$ cat src/common/program_data_space_access_pkg.sv
// Overview of operation
// RL1: Program words 24 bits, addresses step by two
// RL2: Word table_read_low returns program bits 15:0
// RL3: Byte table_read_low picks low or middle byte
// RL4: Word table_read_high returns bits 23:16, upper zero
// RL5: Byte table_read_high: bits 23:16 or zero byte
// RL6: Upper program byte reached only by high ops
// RL7: Window redirect needs address MSB and enable
// RL8: Upper 32 Kbytes map onto one program page
// RL9: Window address: page register plus low 15 bits
// RL10: Window read returns low 16 program bits
// RL11: Window mapping suspended during table operations
// RL12: Window outside repeat adds one or two cycles
// RL13: Window inside repeat adds two at loop edges
// RL14: Y region fixed, contiguous, inside X region
// RL15: Other instructions see one linear X space
// RL16: Dual reads use pointers eight/nine and ten/eleven
// RL17: All writes on X bus, Y only reads
// RL18: Accumulator write-back reaches whole data space via X
// RL19: Modulo both regions, bit-reverse only X writes
// RL20: Invalid or wrong-region reads return zero
// RL21: Effective addresses 16 bits, byte granular
// RL22: Table page MSB selects user or configuration
// RL23: Byte select is effective address bit zero
// RL24: Window read uses two sequential program fetches
package program_data_space_access_pkg;
   // ==========================================================
   // Widths
   localparam int unsigned PM_ADDR_W = 24;
   localparam int unsigned PM_WORD_W = 24;
   localparam int unsigned DATA_W = 16;
   localparam int unsigned EA_W = 16;
   localparam int unsigned PAGE_W = 8;
   localparam int unsigned WIN_OFS_W = 15;
   localparam int unsigned EA_MSB = 15;
   localparam int unsigned TBL_CFG_BIT = 7;
   // ==========================================================
   // Data space regions
   localparam logic [15:0] IMPL_LAST = 16'h1FFF;
   localparam logic [15:0] Y_FIRST = 16'h1000;
   localparam logic [15:0] Y_LAST = 16'h1FFF;
   localparam logic [15:0] ZERO_WORD = 16'h0000;
   localparam logic [7:0] ZERO_BYTE = 8'h00;
   // ==========================================================
   // Extra cycle counts
   localparam logic [1:0] EXTRA_NONE = 2'h0;
   localparam logic [1:0] EXTRA_ONE = 2'h1;
   localparam logic [1:0] EXTRA_TWO = 2'h2;
   // ==========================================================
   // Byte enables
   localparam logic [1:0] BE_NONE = 2'h0;
   localparam logic [1:0] BE_LOW = 2'h1;
   localparam logic [1:0] BE_HIGH = 2'h2;
   localparam logic [2:0] PBE_NONE = 3'h0;
   localparam logic [2:0] PBE_B0 = 3'h1;
   localparam logic [2:0] PBE_B1 = 3'h2;
   localparam logic [2:0] PBE_LOW_WORD = 3'h3;
   localparam logic [2:0] PBE_B2 = 3'h4;
   // ==========================================================
   // Types
   typedef enum logic [2:0] {
      OP_DATA_RD = 3'b000,
      OP_DATA_WR = 3'b001,
      OP_TBL_RD_LO = 3'b010,
      OP_TBL_RD_HI = 3'b011,
      OP_TBL_WR_LO = 3'b100,
      OP_TBL_WR_HI = 3'b101,
      OP_DUAL_RD = 3'b110
   } op_t;
   typedef enum logic [1:0] {
      CLS_MULACC_PREFETCH = 2'b00,
      CLS_MOVE = 2'b01,
      CLS_DOUBLE_MOVE = 2'b10,
      CLS_OTHER = 2'b11
   } instr_cls_t;
   typedef enum logic [2:0] {
      ST_IDLE = 3'b000,
      ST_RD = 3'b001,
      ST_PW1 = 3'b010,
      ST_PW2 = 3'b011,
      ST_CAP = 3'b100,
      ST_WR = 3'b101
   } state_t;
endpackage

$ cat src/design/program_data_space_access.sv
`timescale 1ns/100ps
module program_data_space_access
   import program_data_space_access_pkg::*;
(
   input wire logic clk,
   input wire logic rstn,
   input wire logic req_valid,
   output logic req_ready,
   input wire op_t req_op,
   input wire logic req_byte,
   input wire logic [15:0] req_ea,
   input wire logic [15:0] req_wdata,
   input wire logic req_bitrev,
   input wire logic req_modulo,
   input wire logic x_ptr_sel,
   input wire logic y_ptr_sel,
   input wire logic [15:0] x_pointer_a,
   input wire logic [15:0] x_pointer_b,
   input wire logic [15:0] y_pointer_a,
   input wire logic [15:0] y_pointer_b,
   input wire instr_cls_t req_cls,
   input wire logic in_repeat,
   input wire logic repeat_first,
   input wire logic repeat_last,
   input wire logic repeat_int_exit,
   input wire logic repeat_reentry,
   input wire logic program_window_enable,
   input wire logic [7:0] program_window_page,
   input wire logic [7:0] table_page_reg,
   output logic [23:0] pm_addr,
   output logic pm_rd,
   output logic pm_wr,
   output logic [2:0] pm_be,
   output logic [23:0] pm_wdata,
   output logic pm_config_space,
   input wire logic [23:0] pm_rdata,
   output logic [15:0] xmem_addr,
   output logic xmem_rd,
   output logic xmem_wr,
   output logic [1:0] xmem_be,
   output logic [15:0] xmem_wdata,
   input wire logic [15:0] xmem_rdata,
   output logic [15:0] ymem_addr,
   output logic ymem_rd,
   input wire logic [15:0] ymem_rdata,
   output logic rsp_valid,
   output logic [15:0] x_rdata,
   output logic [15:0] y_rdata,
   output logic [1:0] extra_cycles,
   output logic bitrev_ok,
   output logic modulo_ok
);
   // ==========================================================
   // Registers
   state_t st_ff, nxt_st;
   op_t op_ff;
   logic byte_ff, sel_ff, win_ff, x_inv_ff, y_inv_ff, rsp_ff;
   logic [23:0] pm_addr_ff, pm_wdata_ff;
   logic pm_rd_ff, pm_wr_ff, cfg_ff;
   logic [2:0] pm_be_ff;
   logic [15:0] xa_ff, xwd_ff, ya_ff, xrd_ff, yrd_ff;
   logic xr_ff, xw_ff, yr_ff, brev_ff, mod_ff;
   logic [1:0] xbe_ff, extra_ff;

   // ==========================================================
   // Request decode
   wire accept = req_valid && (st_ff == ST_IDLE);
   wire is_dual = (req_op == OP_DUAL_RD);
   wire is_tbl = (req_op == OP_TBL_RD_LO) || (req_op == OP_TBL_RD_HI) ||
      (req_op == OP_TBL_WR_LO) || (req_op == OP_TBL_WR_HI);
   wire is_wr = (req_op == OP_DATA_WR) || (req_op == OP_TBL_WR_LO) ||
      (req_op == OP_TBL_WR_HI);
   wire sel = req_ea[0]; // [RL23]
   wire [15:0] x_ea = is_dual ? (x_ptr_sel ? x_pointer_b : x_pointer_a) : req_ea; // [RL16]
   wire [15:0] y_ea = y_ptr_sel ? y_pointer_b : y_pointer_a; // [RL16]
   // Table operations never take the window path
   wire win_hit = x_ea[EA_MSB] && program_window_enable &&
      ((req_op == OP_DATA_RD) || is_dual); // [RL7] [RL11]
   wire x_in_y = (x_ea >= Y_FIRST) && (x_ea <= Y_LAST); // [RL14]
   wire y_in_y = (y_ea >= Y_FIRST) && (y_ea <= Y_LAST); // [RL14]
   wire x_impl = (x_ea <= IMPL_LAST); // [RL21]
   // Linear space for all but dual reads; dual X pointers skip Y
   wire x_inv = !win_hit && (!x_impl || (is_dual && x_in_y)); // [RL15] [RL20]
   wire y_inv = is_dual && !y_in_y; // [RL20]
   wire [23:0] tbl_addr = {table_page_reg, req_ea}; // [RL1] [RL22]
   wire [23:0] win_addr = {1'b0, program_window_page, x_ea[WIN_OFS_W-1:0]}; // [RL8] [RL9]
   wire rep_edge = repeat_first || repeat_last || repeat_int_exit || repeat_reentry;
   wire light = (req_cls != CLS_OTHER);
   wire [1:0] extra = !win_hit ? EXTRA_NONE :
      in_repeat ? (rep_edge ? EXTRA_TWO : EXTRA_NONE) : // [RL13]
      (light ? EXTRA_ONE : EXTRA_TWO); // [RL12]

   // ==========================================================
   // Write data and lanes
   wire [7:0] wbyte = req_wdata[7:0];
   wire [1:0] dbe = req_byte ? (sel ? BE_HIGH : BE_LOW) : (BE_HIGH | BE_LOW);
   wire [15:0] dwd = req_byte ? {wbyte, wbyte} : req_wdata;
   wire [2:0] pbe_lo = req_byte ? (sel ? PBE_B1 : PBE_B0) : PBE_LOW_WORD;
   wire [2:0] pbe_hi = (req_byte && sel) ? PBE_NONE : PBE_B2; // [RL5] [RL6]
   wire [2:0] pbe = (req_op == OP_TBL_WR_HI) ? pbe_hi : pbe_lo;
   wire [23:0] pwd = (req_op == OP_TBL_WR_HI) ? {wbyte, ZERO_WORD} :
      (req_byte ? {ZERO_BYTE, wbyte, wbyte} : {ZERO_BYTE, req_wdata});
   wire wr_ok = (req_op == OP_DATA_WR) ? (req_ea <= IMPL_LAST) : 1'b1;

   // ==========================================================
   // Read data shaping
   wire [15:0] pm_lo = pm_rdata[15:0]; // [RL10]
   wire [7:0] pm_hi = pm_rdata[23:16];
   wire [15:0] xw = win_ff ? pm_lo : xmem_rdata;
   wire [15:0] xw_b = sel_ff ? {ZERO_BYTE, xw[15:8]} : {ZERO_BYTE, xw[7:0]};
   wire [15:0] tlo_b = sel_ff ? {ZERO_BYTE, pm_lo[15:8]} : {ZERO_BYTE, pm_lo[7:0]}; // [RL3]
   wire [15:0] thi = {ZERO_BYTE, pm_hi}; // [RL4]
   wire [15:0] thi_b = sel_ff ? ZERO_WORD : thi; // [RL5]
   wire [15:0] x_res = (op_ff == OP_TBL_RD_LO) ? (byte_ff ? tlo_b : pm_lo) : // [RL2]
      (op_ff == OP_TBL_RD_HI) ? (byte_ff ? thi_b : thi) : // [RL6]
      x_inv_ff ? ZERO_WORD : // [RL20]
      ((byte_ff && (op_ff != OP_DUAL_RD)) ? xw_b : xw);
   wire [15:0] y_res = y_inv_ff ? ZERO_WORD : ymem_rdata; // [RL20]

   // ==========================================================
   // Sequencer
   always_comb begin
      nxt_st = st_ff;
      case (st_ff)
         ST_IDLE: begin
            if (accept) begin
               if (is_wr) begin
                  nxt_st = ST_WR;
               end else if (win_hit) begin
                  nxt_st = ST_PW1; // [RL24]
               end else begin
                  nxt_st = ST_RD;
               end
            end
         end
         ST_RD: nxt_st = ST_CAP;
         ST_PW1: nxt_st = ST_PW2;
         ST_PW2: nxt_st = ST_CAP;
         ST_CAP: nxt_st = ST_IDLE;
         ST_WR: nxt_st = ST_IDLE;
         default: nxt_st = ST_IDLE;
      endcase
   end

   always_ff @(posedge clk) begin
      if (!rstn) begin
         st_ff <= ST_IDLE;
         rsp_ff <= 1'b0;
      end else begin
         st_ff <= nxt_st;
         rsp_ff <= (st_ff == ST_CAP) || (st_ff == ST_WR);
      end
   end

   always_ff @(posedge clk) begin
      if (!rstn) begin
         op_ff <= OP_DATA_RD;
         byte_ff <= 1'b0;
         sel_ff <= 1'b0;
         win_ff <= 1'b0;
         x_inv_ff <= 1'b0;
         y_inv_ff <= 1'b0;
         extra_ff <= EXTRA_NONE;
         brev_ff <= 1'b0;
         mod_ff <= 1'b0;
         cfg_ff <= 1'b0;
      end else if (accept) begin
         op_ff <= req_op;
         byte_ff <= req_byte;
         sel_ff <= sel;
         win_ff <= win_hit;
         x_inv_ff <= x_inv;
         y_inv_ff <= y_inv;
         extra_ff <= extra;
         brev_ff <= req_bitrev && (req_op == OP_DATA_WR); // [RL19]
         mod_ff <= req_modulo; // [RL19]
         cfg_ff <= is_tbl && table_page_reg[TBL_CFG_BIT]; // [RL22]
      end
   end

   // ==========================================================
   // Program memory port
   always_ff @(posedge clk) begin
      if (!rstn) begin
         pm_addr_ff <= 24'h00_0000;
         pm_rd_ff <= 1'b0;
         pm_wr_ff <= 1'b0;
         pm_be_ff <= PBE_NONE;
         pm_wdata_ff <= 24'h00_0000;
      end else if (accept) begin
         pm_addr_ff <= win_hit ? win_addr : tbl_addr;
         pm_rd_ff <= win_hit || (req_op == OP_TBL_RD_LO) || (req_op == OP_TBL_RD_HI);
         pm_wr_ff <= (req_op == OP_TBL_WR_LO) || (req_op == OP_TBL_WR_HI);
         pm_be_ff <= pbe;
         pm_wdata_ff <= pwd;
      end else begin
         pm_rd_ff <= (st_ff == ST_PW1); // [RL24]
         pm_wr_ff <= 1'b0;
      end
   end

   // ==========================================================
   // Data memory ports
   always_ff @(posedge clk) begin
      if (!rstn) begin
         xa_ff <= ZERO_WORD;
         xr_ff <= 1'b0;
         xw_ff <= 1'b0;
         xbe_ff <= BE_NONE;
         xwd_ff <= ZERO_WORD;
         ya_ff <= ZERO_WORD;
         yr_ff <= 1'b0;
      end else if (accept) begin
         xa_ff <= x_ea;
         xr_ff <= ((req_op == OP_DATA_RD) || is_dual) && !x_inv && !win_hit;
         xw_ff <= (req_op == OP_DATA_WR) && wr_ok; // [RL17] [RL18]
         xbe_ff <= dbe;
         xwd_ff <= dwd;
         ya_ff <= y_ea;
         yr_ff <= is_dual && !y_inv && !win_hit; // [RL16]
      end else begin
         xr_ff <= 1'b0;
         xw_ff <= 1'b0;
         // Window dual reads fetch Y late so its data meets the capture cycle
         yr_ff <= (st_ff == ST_PW1) && (op_ff == OP_DUAL_RD) && !y_inv_ff; // [RL16]
      end
   end

   always_ff @(posedge clk) begin
      if (!rstn) begin
         xrd_ff <= ZERO_WORD;
         yrd_ff <= ZERO_WORD;
      end else if (st_ff == ST_CAP) begin
         xrd_ff <= x_res;
         yrd_ff <= (op_ff == OP_DUAL_RD) ? y_res : ZERO_WORD;
      end
   end

   // ==========================================================
   // Outputs
   assign req_ready = (st_ff == ST_IDLE);
   assign pm_addr = pm_addr_ff;
   assign pm_rd = pm_rd_ff;
   assign pm_wr = pm_wr_ff;
   assign pm_be = pm_be_ff;
   assign pm_wdata = pm_wdata_ff;
   assign pm_config_space = cfg_ff;
   assign xmem_addr = xa_ff;
   assign xmem_rd = xr_ff;
   assign xmem_wr = xw_ff;
   assign xmem_be = xbe_ff;
   assign xmem_wdata = xwd_ff;
   assign ymem_addr = ya_ff;
   assign ymem_rd = yr_ff;
   assign rsp_valid = rsp_ff;
   assign x_rdata = xrd_ff;
   assign y_rdata = yrd_ff;
   assign extra_cycles = extra_ff;
   assign bitrev_ok = brev_ff;
   assign modulo_ok = mod_ff;

   wire cap_tlo_w = (st_ff == ST_CAP) && (op_ff == OP_TBL_RD_LO) && !byte_ff;
   wire cap_tlo_b = (st_ff == ST_CAP) && (op_ff == OP_TBL_RD_LO) && byte_ff;
   wire cap_thi = (st_ff == ST_CAP) && (op_ff == OP_TBL_RD_HI);
endmodule

$ cat config.mk
export PLATFORM = sky130hd
export DESIGN_NAME = program_data_space_access
export DESIGN_NICKNAME = d
export VERILOG_FILES = /design/src/common/program_data_space_access_pkg.sv /design/src/design/program_data_space_access.sv
export SDC_FILE = /design/constraint.sdc
export NUM_CORES = 1
export LEC_CHECK = 0
export BUFFER_PORTS_ARGS = -buffer_cell sky130_fd_sc_hd__buf_2
export CORE_ASPECT_RATIO = 1.75
export CORE_MARGIN = 8
export CORE_UTILIZATION = 40
export CTS_CLUSTER_DIAMETER = 30
export DETAILED_ROUTE_END_ITERATION = 8
export HOLD_SLACK_MARGIN = 0.03
export PLACE_DENSITY = 0.7
export SETUP_SLACK_MARGIN = 0.1
export SLEW_MARGIN = 10
export SYNTH_ARGS = -nofsm -noshare
export SYNTH_HDL_FRONTEND = slang
export SYNTH_SLANG_ARGS = --single-unit
export TNS_END_PERCENT = 20
$ cat constraint.sdc
create_clock -name clk -period 5.59 [get_ports clk]
set_input_delay 1.118 -clock clk [delete_from_list [all_inputs] [get_ports clk]]
set_output_delay 1.118 -clock clk [all_outputs]
set_load 0.05 [all_outputs]
# After elaboration in Yosys (flattened, before gate mapping)
# Cells that the tools add are included.
[classes]
n_lt_le_gt_ge = 5
n_eq_ne = 17
n_mux = 36
reduce_logical = 43
[ops]
columns = ["op", "count"]
rows = [
  ["2-to-1 mux 16 bit", 13],
  ["<= comparator 16 x 13 -> 1 bit, second input constant", 3],
  ["2-to-1 mux 24 bit", 2],
  ["greater-or-equal comparator 16 x 13 -> 1 bit, second input constant", 2],
  ["2-to-1 mux 8 bit", 4],
  ["logical AND 1 bit", 19],
  ["== test 3 x 2 -> 1 bit, second input constant", 6],
  ["== test 3 bit, second input constant", 6],
  ["2-to-1 mux 2 bit", 9],
  ["logical OR 1 bit", 14],
  ["2-to-1 mux 3 bit", 4],
  ["one-hot mux 3 bit (3 select lines)", 1],
  ["== test 3 x 1 -> 1 bit, second input constant", 2],
  ["zero test 1 bit", 6],
  ["zero test 3 bit", 2],
  ["2-to-1 mux 1 bit", 3],
  ["!= test 3 bit, second input constant", 1],
  ["!= test 2 x 1 -> 1 bit, second input constant", 1],
  ["!= test 2 bit, second input constant", 1],
  ["AND reduction 2 bit", 1],
  ["OR reduction 2 bit", 1],
]
[totals]
reg_bits = 155
wordCells = 127

# Depth between registers and ports, before layout
# Gate-level depths: netlist (run 1).
[logic_depth]
word_depth = 10
ltp_mapped = 8

# Worst setup path before layout (run 1)
# Ideal clock, no wire load.
[synth_path]
path_type = "register to output"
from = "reg st_ff[2]"
to = "out req_ready"
t_arrival_ps = 1438
setup_slack_ps = 3034
stages_incl_launch_ff = 2
cell_sequence = "dfxtp_1 -> nor3_1"
[synth_between]
elab_chain_len = 1
[synth_lines]
columns = ["element", "line", "text"]
rows = [
  ["from (decl)", "program_data_space_access.sv:55", "state_t st_ff, nxt_st;"],
  ["from (signal assigned)", "program_data_space_access.sv:150", "st_ff <= nxt_st;"],
  ["zero test 3 bit", "program_data_space_access.sv:241", "assign req_ready = (st_ff == ST_IDLE);"],
  ["to (decl)", "program_data_space_access.sv:8", "output logic req_ready,"],
]
# Every way passes these cells.

# Worst setup path in the final report (run 1)
[layout_path]
from = "in req_op[2]"
to = "reg pm_addr_ff[20], in the netlist pm_addr[20]"
[layout_between]
elab_chain_len = 5
elab_cells_between_ends = 7
cone_classes = "eq/ne (1); mux (2); reduce/logical (4)"
[layout_lines]
columns = ["element", "line", "text"]
rows = [
  ["from (decl)", "program_data_space_access.sv:9", "input wire op_t req_op,"],
  ["== test 3 bit", "program_data_space_access.sv:68", "wire is_dual = (req_op == OP_DUAL_RD);"],
  ["2-to-1 mux 16 bit", "program_data_space_access.sv:74", "wire [15:0] x_ea = is_dual ? (x_ptr_sel ? x_pointer_b : x_pointer_a) : req_ea;"],
  ["logical AND 1 bit", "program_data_space_access.sv:77", "wire win_hit = x_ea[EA_MSB] && program_window_enable &&"],
  ["logical AND 1 bit *", "program_data_space_access.sv:77", ""],
  ["2-to-1 mux 24 bit *", "program_data_space_access.sv:191", "pm_addr_ff <= win_hit ? win_addr : tbl_addr;"],
  ["to (signal assigned)", "program_data_space_access.sv:191", ""],
  ["to (decl)", "program_data_space_access.sv:58", "logic [23:0] pm_addr_ff, pm_wdata_ff;"],
]
# Every way passes the cells marked *; elsewhere a longest branch is shown, timed or not.
# A chain may end at the register's enable or synchronous reset.

==> flow_summary.json, run 1 <==
{
  "slowest_stage": "mux2i_4",
  "status": "complete, no violations",
  "grt_setup_unrepaired": "false",
  "cap_violations": 0,
  "firstDrtPassIters": 7,
  "drcViolationCount": 0,
  "synth_edf_count": 0,
  "initialDrtViolationCount": 308,
  "fin_setup_tns_ns": 0,
  "clkSlewWorstSetupHoldPaths_ns": 0.06,
  "critical_path_required_ns": 5.93,
  "cp_max_fo": 28,
  "grt_pass1_vias": 7318,
  "grt_pass1_wl_um": 39100,
  "cts-resized-gates": 0,
  "period_needed_ns": 3.19,
  "synthDistinctLibCells": 55,
  "ys.flop_type": "dfxtp_1",
  "slowest_delay_ns": 0.87,
  "reg2reg_slack_ns": 3.11,
  "pin_count": 332,
  "avgSynthCellArea_um2": 9.18,
  "async_reset_ff_frac": 0,
  "p_leak_nw": 4.35,
  "ant_nets": 0,
  "post-route-period-util": 0.570,
  "wl_met1_um": 9410,
  "slew_headroom": 0.276,
  "design_power_total_mw": 3.27,
  "highest_layer": "met5",
  "end_kind": "flip-flop",
  "port_buffers": 331,
  "dr_wl_met3_um": 1660,
  "grt_max_degree": 80,
  "syn_to_final_growth_pct": 32.0,
  "hold_path_class": "reg -> reg",
  "finalWirelength_um": 25100,
  "overflow": 0,
  "syn_nets": 984,
  "fp.dieW_um": 118,
  "drive_above_1_share": 0.413,
  "vias_per_cell": 5.40,
  "finalSetupViolations": 0,
  "wire_per_inst_um": 18.9,
  "cts_tree": "yes",
  "final_nets": 1265,
  "antenna_found_initial": 2,
  "fp.dieH_um": 195,
  "h-tree-depth": 4,
  "critPathLaunchType": "primary input",
  "peakVddDrop_v": 0.000165,
  "fillers": 1780,
  "start_util": 0.407,
  "worstMarginPinSlew_ns": 1.09,
  "syn_area_mm2": 0.00731,
  "clock_skew_ns": 0.00760,
  "arrival_ns": 3.53,
  "grt_usage": 0.209,
  "final_cell_mix": "buf_2, dfxtp_1, nand2_1, o21ai_0, mux2_2",
  "hold_buffers": 0,
  "ys_seq_elements": 155,
  "seq_area_frac_synth": 0.425,
  "numCtsBuffers": 17,
  "vias": 7161,
  "yosysWarnings": 0,
  "finalMaxSlewViolations": 0,
  "root_buffer": "clkbuf_16",
  "core_mm2": 0.0180,
  "met2WireLength_um": 13300,
  "worstPathCellList": "buf_2 > and3b_1 > mux2i_4 > o21ai_0 > a31oi_1",
  "cts_sinks": 155,
  "postCtsSetupBuffers": 0,
  "max_freq_ghz": 0.314,
  "crit_type": "in -> reg",
  "cts_buffer_depth": 2,
  "dieArea_mm2": 0.0230,
  "clk_latency_ns": 0.42,
  "final_common_cell": "buf_2",
  "hold_viol": 0,
  "core.rowCount": 65,
  "gp_congestion": 0.816,
  "crit_buf_inv": 1,
  "syn_inst": 796,
  "hpwl_um": 18200,
  "cp_top_family": "multiplexers",
  "power_density_mw_per_mm2": 338
}
cells in the mapped netlist (2+ instances only):
cell       number  area, um2
nor2b_1        35        219
a21oi_1        21        105
a211oi_1        3       22.5
inv_1           4       15.0
clkbuf_2        2       10.0
a221oi_1       12        105
a22oi_1        33        248
dfxtp_1       155       3100
a22oi_2        10        125
clkbuf_1       44        165
nor2_1         32        120
nor3_1          4       20.0
nand4_1         2       12.5
mux2i_1        25        250
and2_1          2       12.5
a21boi_0       33        248
nand3b_1        2       15.0
a2111oi_0       2       17.5
nor3b_1        16        120
nor4_1          4       25.0
nand2_1        83        312
nor2b_2        10       87.6
mux2_2         56        631
buf_4           2       15.0
buf_2          18       90.1
o311ai_0        7       61.3
a31oi_1        22        138
nor4b_1         5       43.8
o21ai_0        74        370
buf_1           5       18.8
o211a_1        16        160
buf_6           2       22.5
and3_1          4       25.0
and3b_1         2       17.5
nand2b_1        3       18.8
nand3_1        27        135
through the flow:
step,util,instance area [um2],setup slack [ns],hold WS (ns),std cells
after floorplan,-,7310,3.03,0.444,796
after global placement,0.499,8970,2.08,0.447,1292
after detailed placement,0.499,8970,2.05,0.454,1292
after CTS,0.537,9650,2.47,0.463,1324
after global routing,0.537,9650,2.26,0.486,1325
final,0.537,9650,2.40,0.458,1325
power by group:
part | internal [mW] | leakage [nW] | switching (mW)
sequential | 1.18 | 1.27 | 0.0438
clock | 0.842 | 0.325 | 0.480
combinational | 0.215 | 2.76 | 0.504
total | 2.24 | 4.35 | 1.03
routing by layer:
layer,vias up,GRT usage
li1,3454,-
met1,3387,0.216
met2,278,0.381
met3,40,0.0612
met4,2,0.0878
met5,-,0
worst reg2reg max path, delay by kind of cell, from the launching register on:
kind	cells	cell delay [ns]
simple gates	2	1.10
compound gates	2	0.95
flops	1	0.38
sequential cells by signal, summed over array words and instances (netlist names), 16 cells and up:
name and count:
x_rdata 16, ymem_addr 16, xmem_wdata 16, xmem_addr 16, pm_addr 24, pm_wdata 24, y_rdata 16
path summary, 6_finish.rpt:
check                                                  start                            to  cells past startpoint
worst max-delay path                               req_op[2]      pm_addr[20]$_SDFFE_PN0P_                      5
worst max register to register         st_ff[2]$_SDFFE_PN0P_      pm_wdata[0]$_SDFFE_PN0P_                      4
worst min-delay path            pm_config_space$_SDFFE_PN0P_  pm_config_space$_SDFFE_PN0P_                      2
worst min register to register  pm_config_space$_SDFFE_PN0P_  pm_config_space$_SDFFE_PN0P_                      2
cell type report:
type                            count  area [um2]  area share
Clock inverter                     14         241      0.0250
Inverter                            4        15.0     0.00156
Tap cell                          234         293      0.0303
Antenna cell                        1        2.50    0.000259
Sequential cell                   155        3100       0.322
Multi-Input combinational cell    563        3870       0.401
Timing Repair Buffer              336        1700       0.176
Clock buffer                       18         429      0.0445
cells by family (layout without fill, tap and decap cells):
family / Yosys count / in the layout / synth area share
other: 0 / 1 / 0
adder cells (fa/ha/maj): 1 / 1 / 0.00171
AO/OA/AOI/OAI: 241 / 241 / 0.230
buffers and inverters: 78 / 372 / 0.0481
AND/OR/NAND/NOR: 238 / 238 / 0.171
multiplexers: 82 / 82 / 0.124
XOR/XNOR: 1 / 1 / 0.00120
flip-flops: 155 / 155 / 0.425
(Power assumes the default switching activity.)
==> inputs of run 2 (changes only) <==
--- a/config.mk
+++ b/config.mk
@@ -12,7 +12,7 @@
 export CTS_CLUSTER_DIAMETER = 30
 export DETAILED_ROUTE_END_ITERATION = 8
 export HOLD_SLACK_MARGIN = 0.03
-export PLACE_DENSITY = 0.7
+export PLACE_DENSITY = 0.73
 export SETUP_SLACK_MARGIN = 0.1
 export SLEW_MARGIN = 10
 export SYNTH_ARGS = -nofsm -noshare
==> constraint.sdc (replaced) <==
create_clock -name clk -period 2.9 [get_ports clk]
set_input_delay 0.58 -clock clk [delete_from_list [all_inputs] [get_ports clk]]
set_output_delay 0.58 -clock clk [all_outputs]
set_load 0.05 [all_outputs]
==> flow_summary.json, run 2 (synthesized netlist as in run 1, its figures left out) <==
{
  "status": "complete, no violations",
  "final_nets": 1276,
  "grt_setup_unrepaired": "false",
  "postCtsSetupBuffers": 0,
  "whs_ns": 0.384,
  "dieArea_mm2": 0.0230,
  "critical_path_required_ns": 3.22,
  "firstDrtPassIters": 4,
  "critPathLaunchType": "primary input",
  "post-route-period-util": 0.701,
  "clock_skew_ns": 0.00968,
  "power_density_mw_per_mm2": 610,
  "cts_tree": "yes",
  "gp_congestion": 0.803,
  "fillers": 1743,
  "root_buffer": "clkbuf_16",
  "max_freq_ghz": 0.492,
  "grt_max_degree": 89,
  "diodes": 0,
  "core.rowCount": 65,
  "grt_pass1_wl_um": 38800,
  "hold_viol": 0,
  "fp.dieW_um": 118,
  "cts_sinks": 155,
  "core_mm2": 0.0180,
  "multiInputGateArea_mm2": 0.00386,
  "grt-busiest-layer": "met2",
  "hold_path_class": "in -> reg",
  "h-tree-depth": 4,
  "drive_above_1_share": 0.418,
  "worstMarginPinSlew_ns": 0.872,
  "period_needed_ns": 2.03,
  "use_met3": 0.0575,
  "vias": 7231,
  "grt_util_met2": 0.377,
  "stdcell_count": 1335,
  "arrival_ns": 2.36,
  "cp_max_fo": 27,
  "cap_violations": 0,
  "start_util": 0.407,
  "peakVddDrop_v": 0.000349,
  "clk_latency_ns": 0.42,
  "numCtsBuffers": 17,
  "clkSlewWorstSetupHoldPaths_ns": 0.06,
  "final_common_cell": "buf_2",
  "finalSetupViolations": 0,
  "antenna_found_initial": 1,
  "slew_headroom": 0.418,
  "dp_cells": 1303,
  "initialDrtViolationCount": 398,
  "grt_pass1_vias": 7194,
  "pin_count": 332,
  "finalMaxSlewViolations": 0,
  "final_cell_mix": "buf_2, dfxtp_1, nand2_1, o21ai_0, mux2_2",
  "use_met1": 0.219,
  "cts-resized-gates": 0,
  "seqCellArea_mm2": 0.00310,
  "port_buffers": 331,
  "crit_type": "in -> reg",
  "grt_usage": 0.208,
  "ant_nets": 0,
  "wire_per_inst_um": 18.7,
  "fin_setup_tns_ns": 0,
  "hold_buffers": 0,
  "p_leak_nw": 4.36,
  "finalWirelength_um": 25000,
  "drcViolationCount": 0,
  "hpwl_um": 18700,
  "syn_to_final_growth_pct": 31.9,
  "vias_per_cell": 5.42,
  "overflow": 0,
  "final_util": 0.536,
  "end_kind": "flip-flop",
  "fp.dieH_um": 195,
  "cts_buffer_depth": 2
}
-- run 2: cell types whose count changed in the layout (fill, tap and decap cells not counted) --
cell        previous run  this run
bufinv_16              6         1
diode_2                1         0
buf_4                  6        15
buf_12                 0         2
nor3b_1               15        16
clkinv_2               2         4
clkbuf_8               0         1
clkinvlp_4             1         3
nor3b_2                1         0
-- run 2: power by group --
part	total [mW]	leakage [nW]	internal, mW	switching, mW
Combinational	1.40	2.82	0.428	0.973
Sequential	2.36	1.27	2.28	0.0838
Clock	2.12	0.270	1.21	0.913
-- run 2: layout make-up --
class	count	area share
clock buffer	19	0.0460
clock inverter	13	0.0121
inverter	4	0.00156
multi-input combinational	563	0.401
sequential	155	0.322
tap	234	0.0304
timing repair buffer	347	0.187
-- run 2: final timing paths --
check | start | endpoint | slack, ns | cells past startpoint
min | req_ea[13] | xmem_wr$_SDFF_PN0_ | 0.38 | 2
max reg2reg | st_ff[2]$_SDFFE_PN0P_ | pm_wdata[21]$_SDFFE_PN0P_ | 0.88 | 4
max | req_op[2] | pm_rd$_SDFF_PN0_ | 0.87 | 5
min reg2reg | pm_config_space$_SDFFE_PN0P_ | pm_config_space$_SDFFE_PN0P_ | 0.46 | 2
-- run 2: per-layer routing --
metal	routed length, um	part of all wire
met5	13	0.00052
met3	1650	0.066
met1	9480	0.38
met4	730	0.029
met2	13100	0.53
-- run 2: critical path, cell delays in order --
cell and delay [ns]:
buf_2 0.19, and3b_1 0.51, mux2_2 0.64, nand2_1 0.14, a311oi_1 0.29
-- run 2: stage by stage --
stage	worst slack (ns)	area [um2]	power, mW
final	0.868	9640	5.88
after global placement	0.512	9080	3.80
after CTS	0.889	9640	5.95
after global routing	0.604	9640	6.15
after detailed placement	0.451	9080	3.81
after floorplan	0.882	7310	3.37
==> inputs of run 3 (changes only) <==
--- a/config.mk
+++ b/config.mk
@@ -12,7 +12,7 @@
 export CTS_CLUSTER_DIAMETER = 30
 export DETAILED_ROUTE_END_ITERATION = 8
 export HOLD_SLACK_MARGIN = 0.03
-export PLACE_DENSITY = 0.73
+export PLACE_DENSITY = 0.7
 export SETUP_SLACK_MARGIN = 0.1
 export SLEW_MARGIN = 10
 export SYNTH_ARGS = -nofsm -noshare
==> constraint.sdc (replaced) <==
create_clock -name clk -period 2.13 [get_ports clk]
set_input_delay 0.426 -clock clk [delete_from_list [all_inputs] [get_ports clk]]
set_output_delay 0.426 -clock clk [all_outputs]
set_load 0.05 [all_outputs]
==> flow_summary.json, run 3 (synthesized netlist as in run 1, its figures left out) <==
{
  "status": "complete, no violations",
  "post-route-period-util": 0.867,
  "fp.dieH_um": 195,
  "cts_sinks": 155,
  "dieArea_mm2": 0.0230,
  "cap_violations": 0,
  "slew_headroom": 0.577,
  "worstMarginPinSlew_ns": 0.631,
  "grt_pass1_vias": 7449,
  "h-tree-depth": 4,
  "wire_per_inst_um": 18.7,
  "worstPathCellList": "nor4b_2 > buf_4 > and4_1 > a22oi_1 > nor2b_1",
  "grt_pass1_wl_um": 39900,
  "final_nets": 1292,
  "crit_type": "reg -> reg",
  "design_power_total_mw": 8.55,
  "clkSlewWorstSetupHoldPaths_ns": 0.06,
  "finalWirelength_um": 25300,
  "initialDrtViolationCount": 385,
  "cts_buffer_depth": 2,
  "ant_nets": 0,
  "hpwl_um": 19200,
  "syn_to_final_growth_pct": 35.4,
  "max_freq_ghz": 0.542,
  "fillers": 1716,
  "clk_latency_ns": 0.42,
  "final_util": 0.550,
  "numCtsBuffers": 17,
  "place_ws_ns": 0.183,
  "hold_path_class": "in -> reg",
  "finalSetupViolations": 0,
  "drcViolationCount": 0,
  "crit_buf_inv": 1,
  "cts_tree": "yes",
  "final_common_cell": "buf_2",
  "core_mm2": 0.0180,
  "fp.dieW_um": 118,
  "vias_per_cell": 5.41,
  "hold_buffers": 0,
  "fin_setup_tns_ns": 0,
  "p_leak_nw": 4.49,
  "slowest_delay_ns": 0.50,
  "postCtsSetupBuffers": 0,
  "grt_usage": 0.211,
  "slowest_stage": "and4_1",
  "gp_congestion": 0.834,
  "finalMaxSlewViolations": 0,
  "overflow": 0,
  "period_needed_ns": 1.85,
  "critPathLaunchType": "flip-flop",
  "start_util": 0.407,
  "cp_top_family": "simple AND/OR/NAND/NOR gates",
  "hold_viol": 0,
  "final_cell_mix": "buf_2, dfxtp_1, nand2_1, o21ai_0, mux2_2",
  "cp_max_fo": 9,
  "grt_setup_unrepaired": "false",
  "critical_path_required_ns": 2.47,
  "grt_max_degree": 71,
  "root_buffer": "clkbuf_16",
  "antenna_found_initial": 5,
  "fin_ws_ns": 0.284,
  "end_kind": "flip-flop",
  "peakVddDrop_v": 0.000476,
  "port_buffers": 331,
  "vias": 7329,
  "arrival_ns": 2.19,
  "firstDrtPassIters": 5,
  "drive_above_1_share": 0.427,
  "clock_skew_ns": 0.0109,
  "power_density_mw_per_mm2": 864,
  "core.rowCount": 65,
  "pin_count": 332,
  "cts-resized-gates": 0
}
[run 3: worst reg2reg max path, delay by kind of cell, from the launching register on]
family | cells | cell delay, ns
flip-flops | 1 | 0.38
AO/OA/AOI/OAI | 1 | 0.14
AND/OR/NAND/NOR | 3 | 1.07
buffers and inverters | 1 | 0.19
[run 3: layer usage]
metal	track usage	routed length [um]	share of wire
met3	0.0650	1780	0.070
met1	0.222	9490	0.38
met4	0.105	822	0.033
met5	0	27	0.0011
met2	0.373	13200	0.52
[run 3: path summary, 6_finish.rpt]
path | from | end | slack [ns] | cells past startpoint
setup / recovery | st_ff[2]$_SDFFE_PN0P_ | pm_wdata[18]$_SDFFE_PN0P_ | 0.28 | 5
hold / removal | req_ea[13] | xmem_wr$_SDFF_PN0_ | 0.21 | 2
setup reg to reg | st_ff[2]$_SDFFE_PN0P_ | pm_wdata[18]$_SDFFE_PN0P_ | 0.28 | 5
hold reg to reg | xmem_wdata[4]$_SDFFE_PN0P_ | xmem_wdata[4]$_SDFFE_PN0P_ | 0.46 | 2
[run 3: per-stage QoR]
| step | area, um2 | hold slack (ns) | instances |
|---|---|---|---|
| finish | 9890 | 0.213 | 1354 |
| global route | 9890 | 0.200 | 1354 |
| CTS | 9880 | 0.184 | 1351 |
| detailed placement | 9230 | 0.456 | 1319 |
| global placement | 9230 | 0.447 | 1319 |
| floorplan | 7310 | 0.444 | 796 |
[run 3: final cells by class]
| type | instances | area (um2) | share of cell area |
|---|---|---|---|
| Clock buffer | 19 | 443 | 0.0448 |
| Antenna cell | 3 | 7.51 | 0.000759 |
| Timing Repair Buffer | 363 | 1950 | 0.197 |
| Sequential cell | 155 | 3100 | 0.314 |
| Clock inverter | 13 | 213 | 0.0215 |
| Inverter | 4 | 15.0 | 0.00152 |
| Multi-Input combinational cell | 563 | 3870 | 0.391 |
| Tap cell | 234 | 293 | 0.0296 |
[run 3: report_power, final]
group          switching [mW]  internal, mW  total (mW)
logic                    1.34         0.614        1.95
clock network            1.26          2.13        3.38
registers               0.114          3.10        3.21
total                    2.71          5.84        8.55
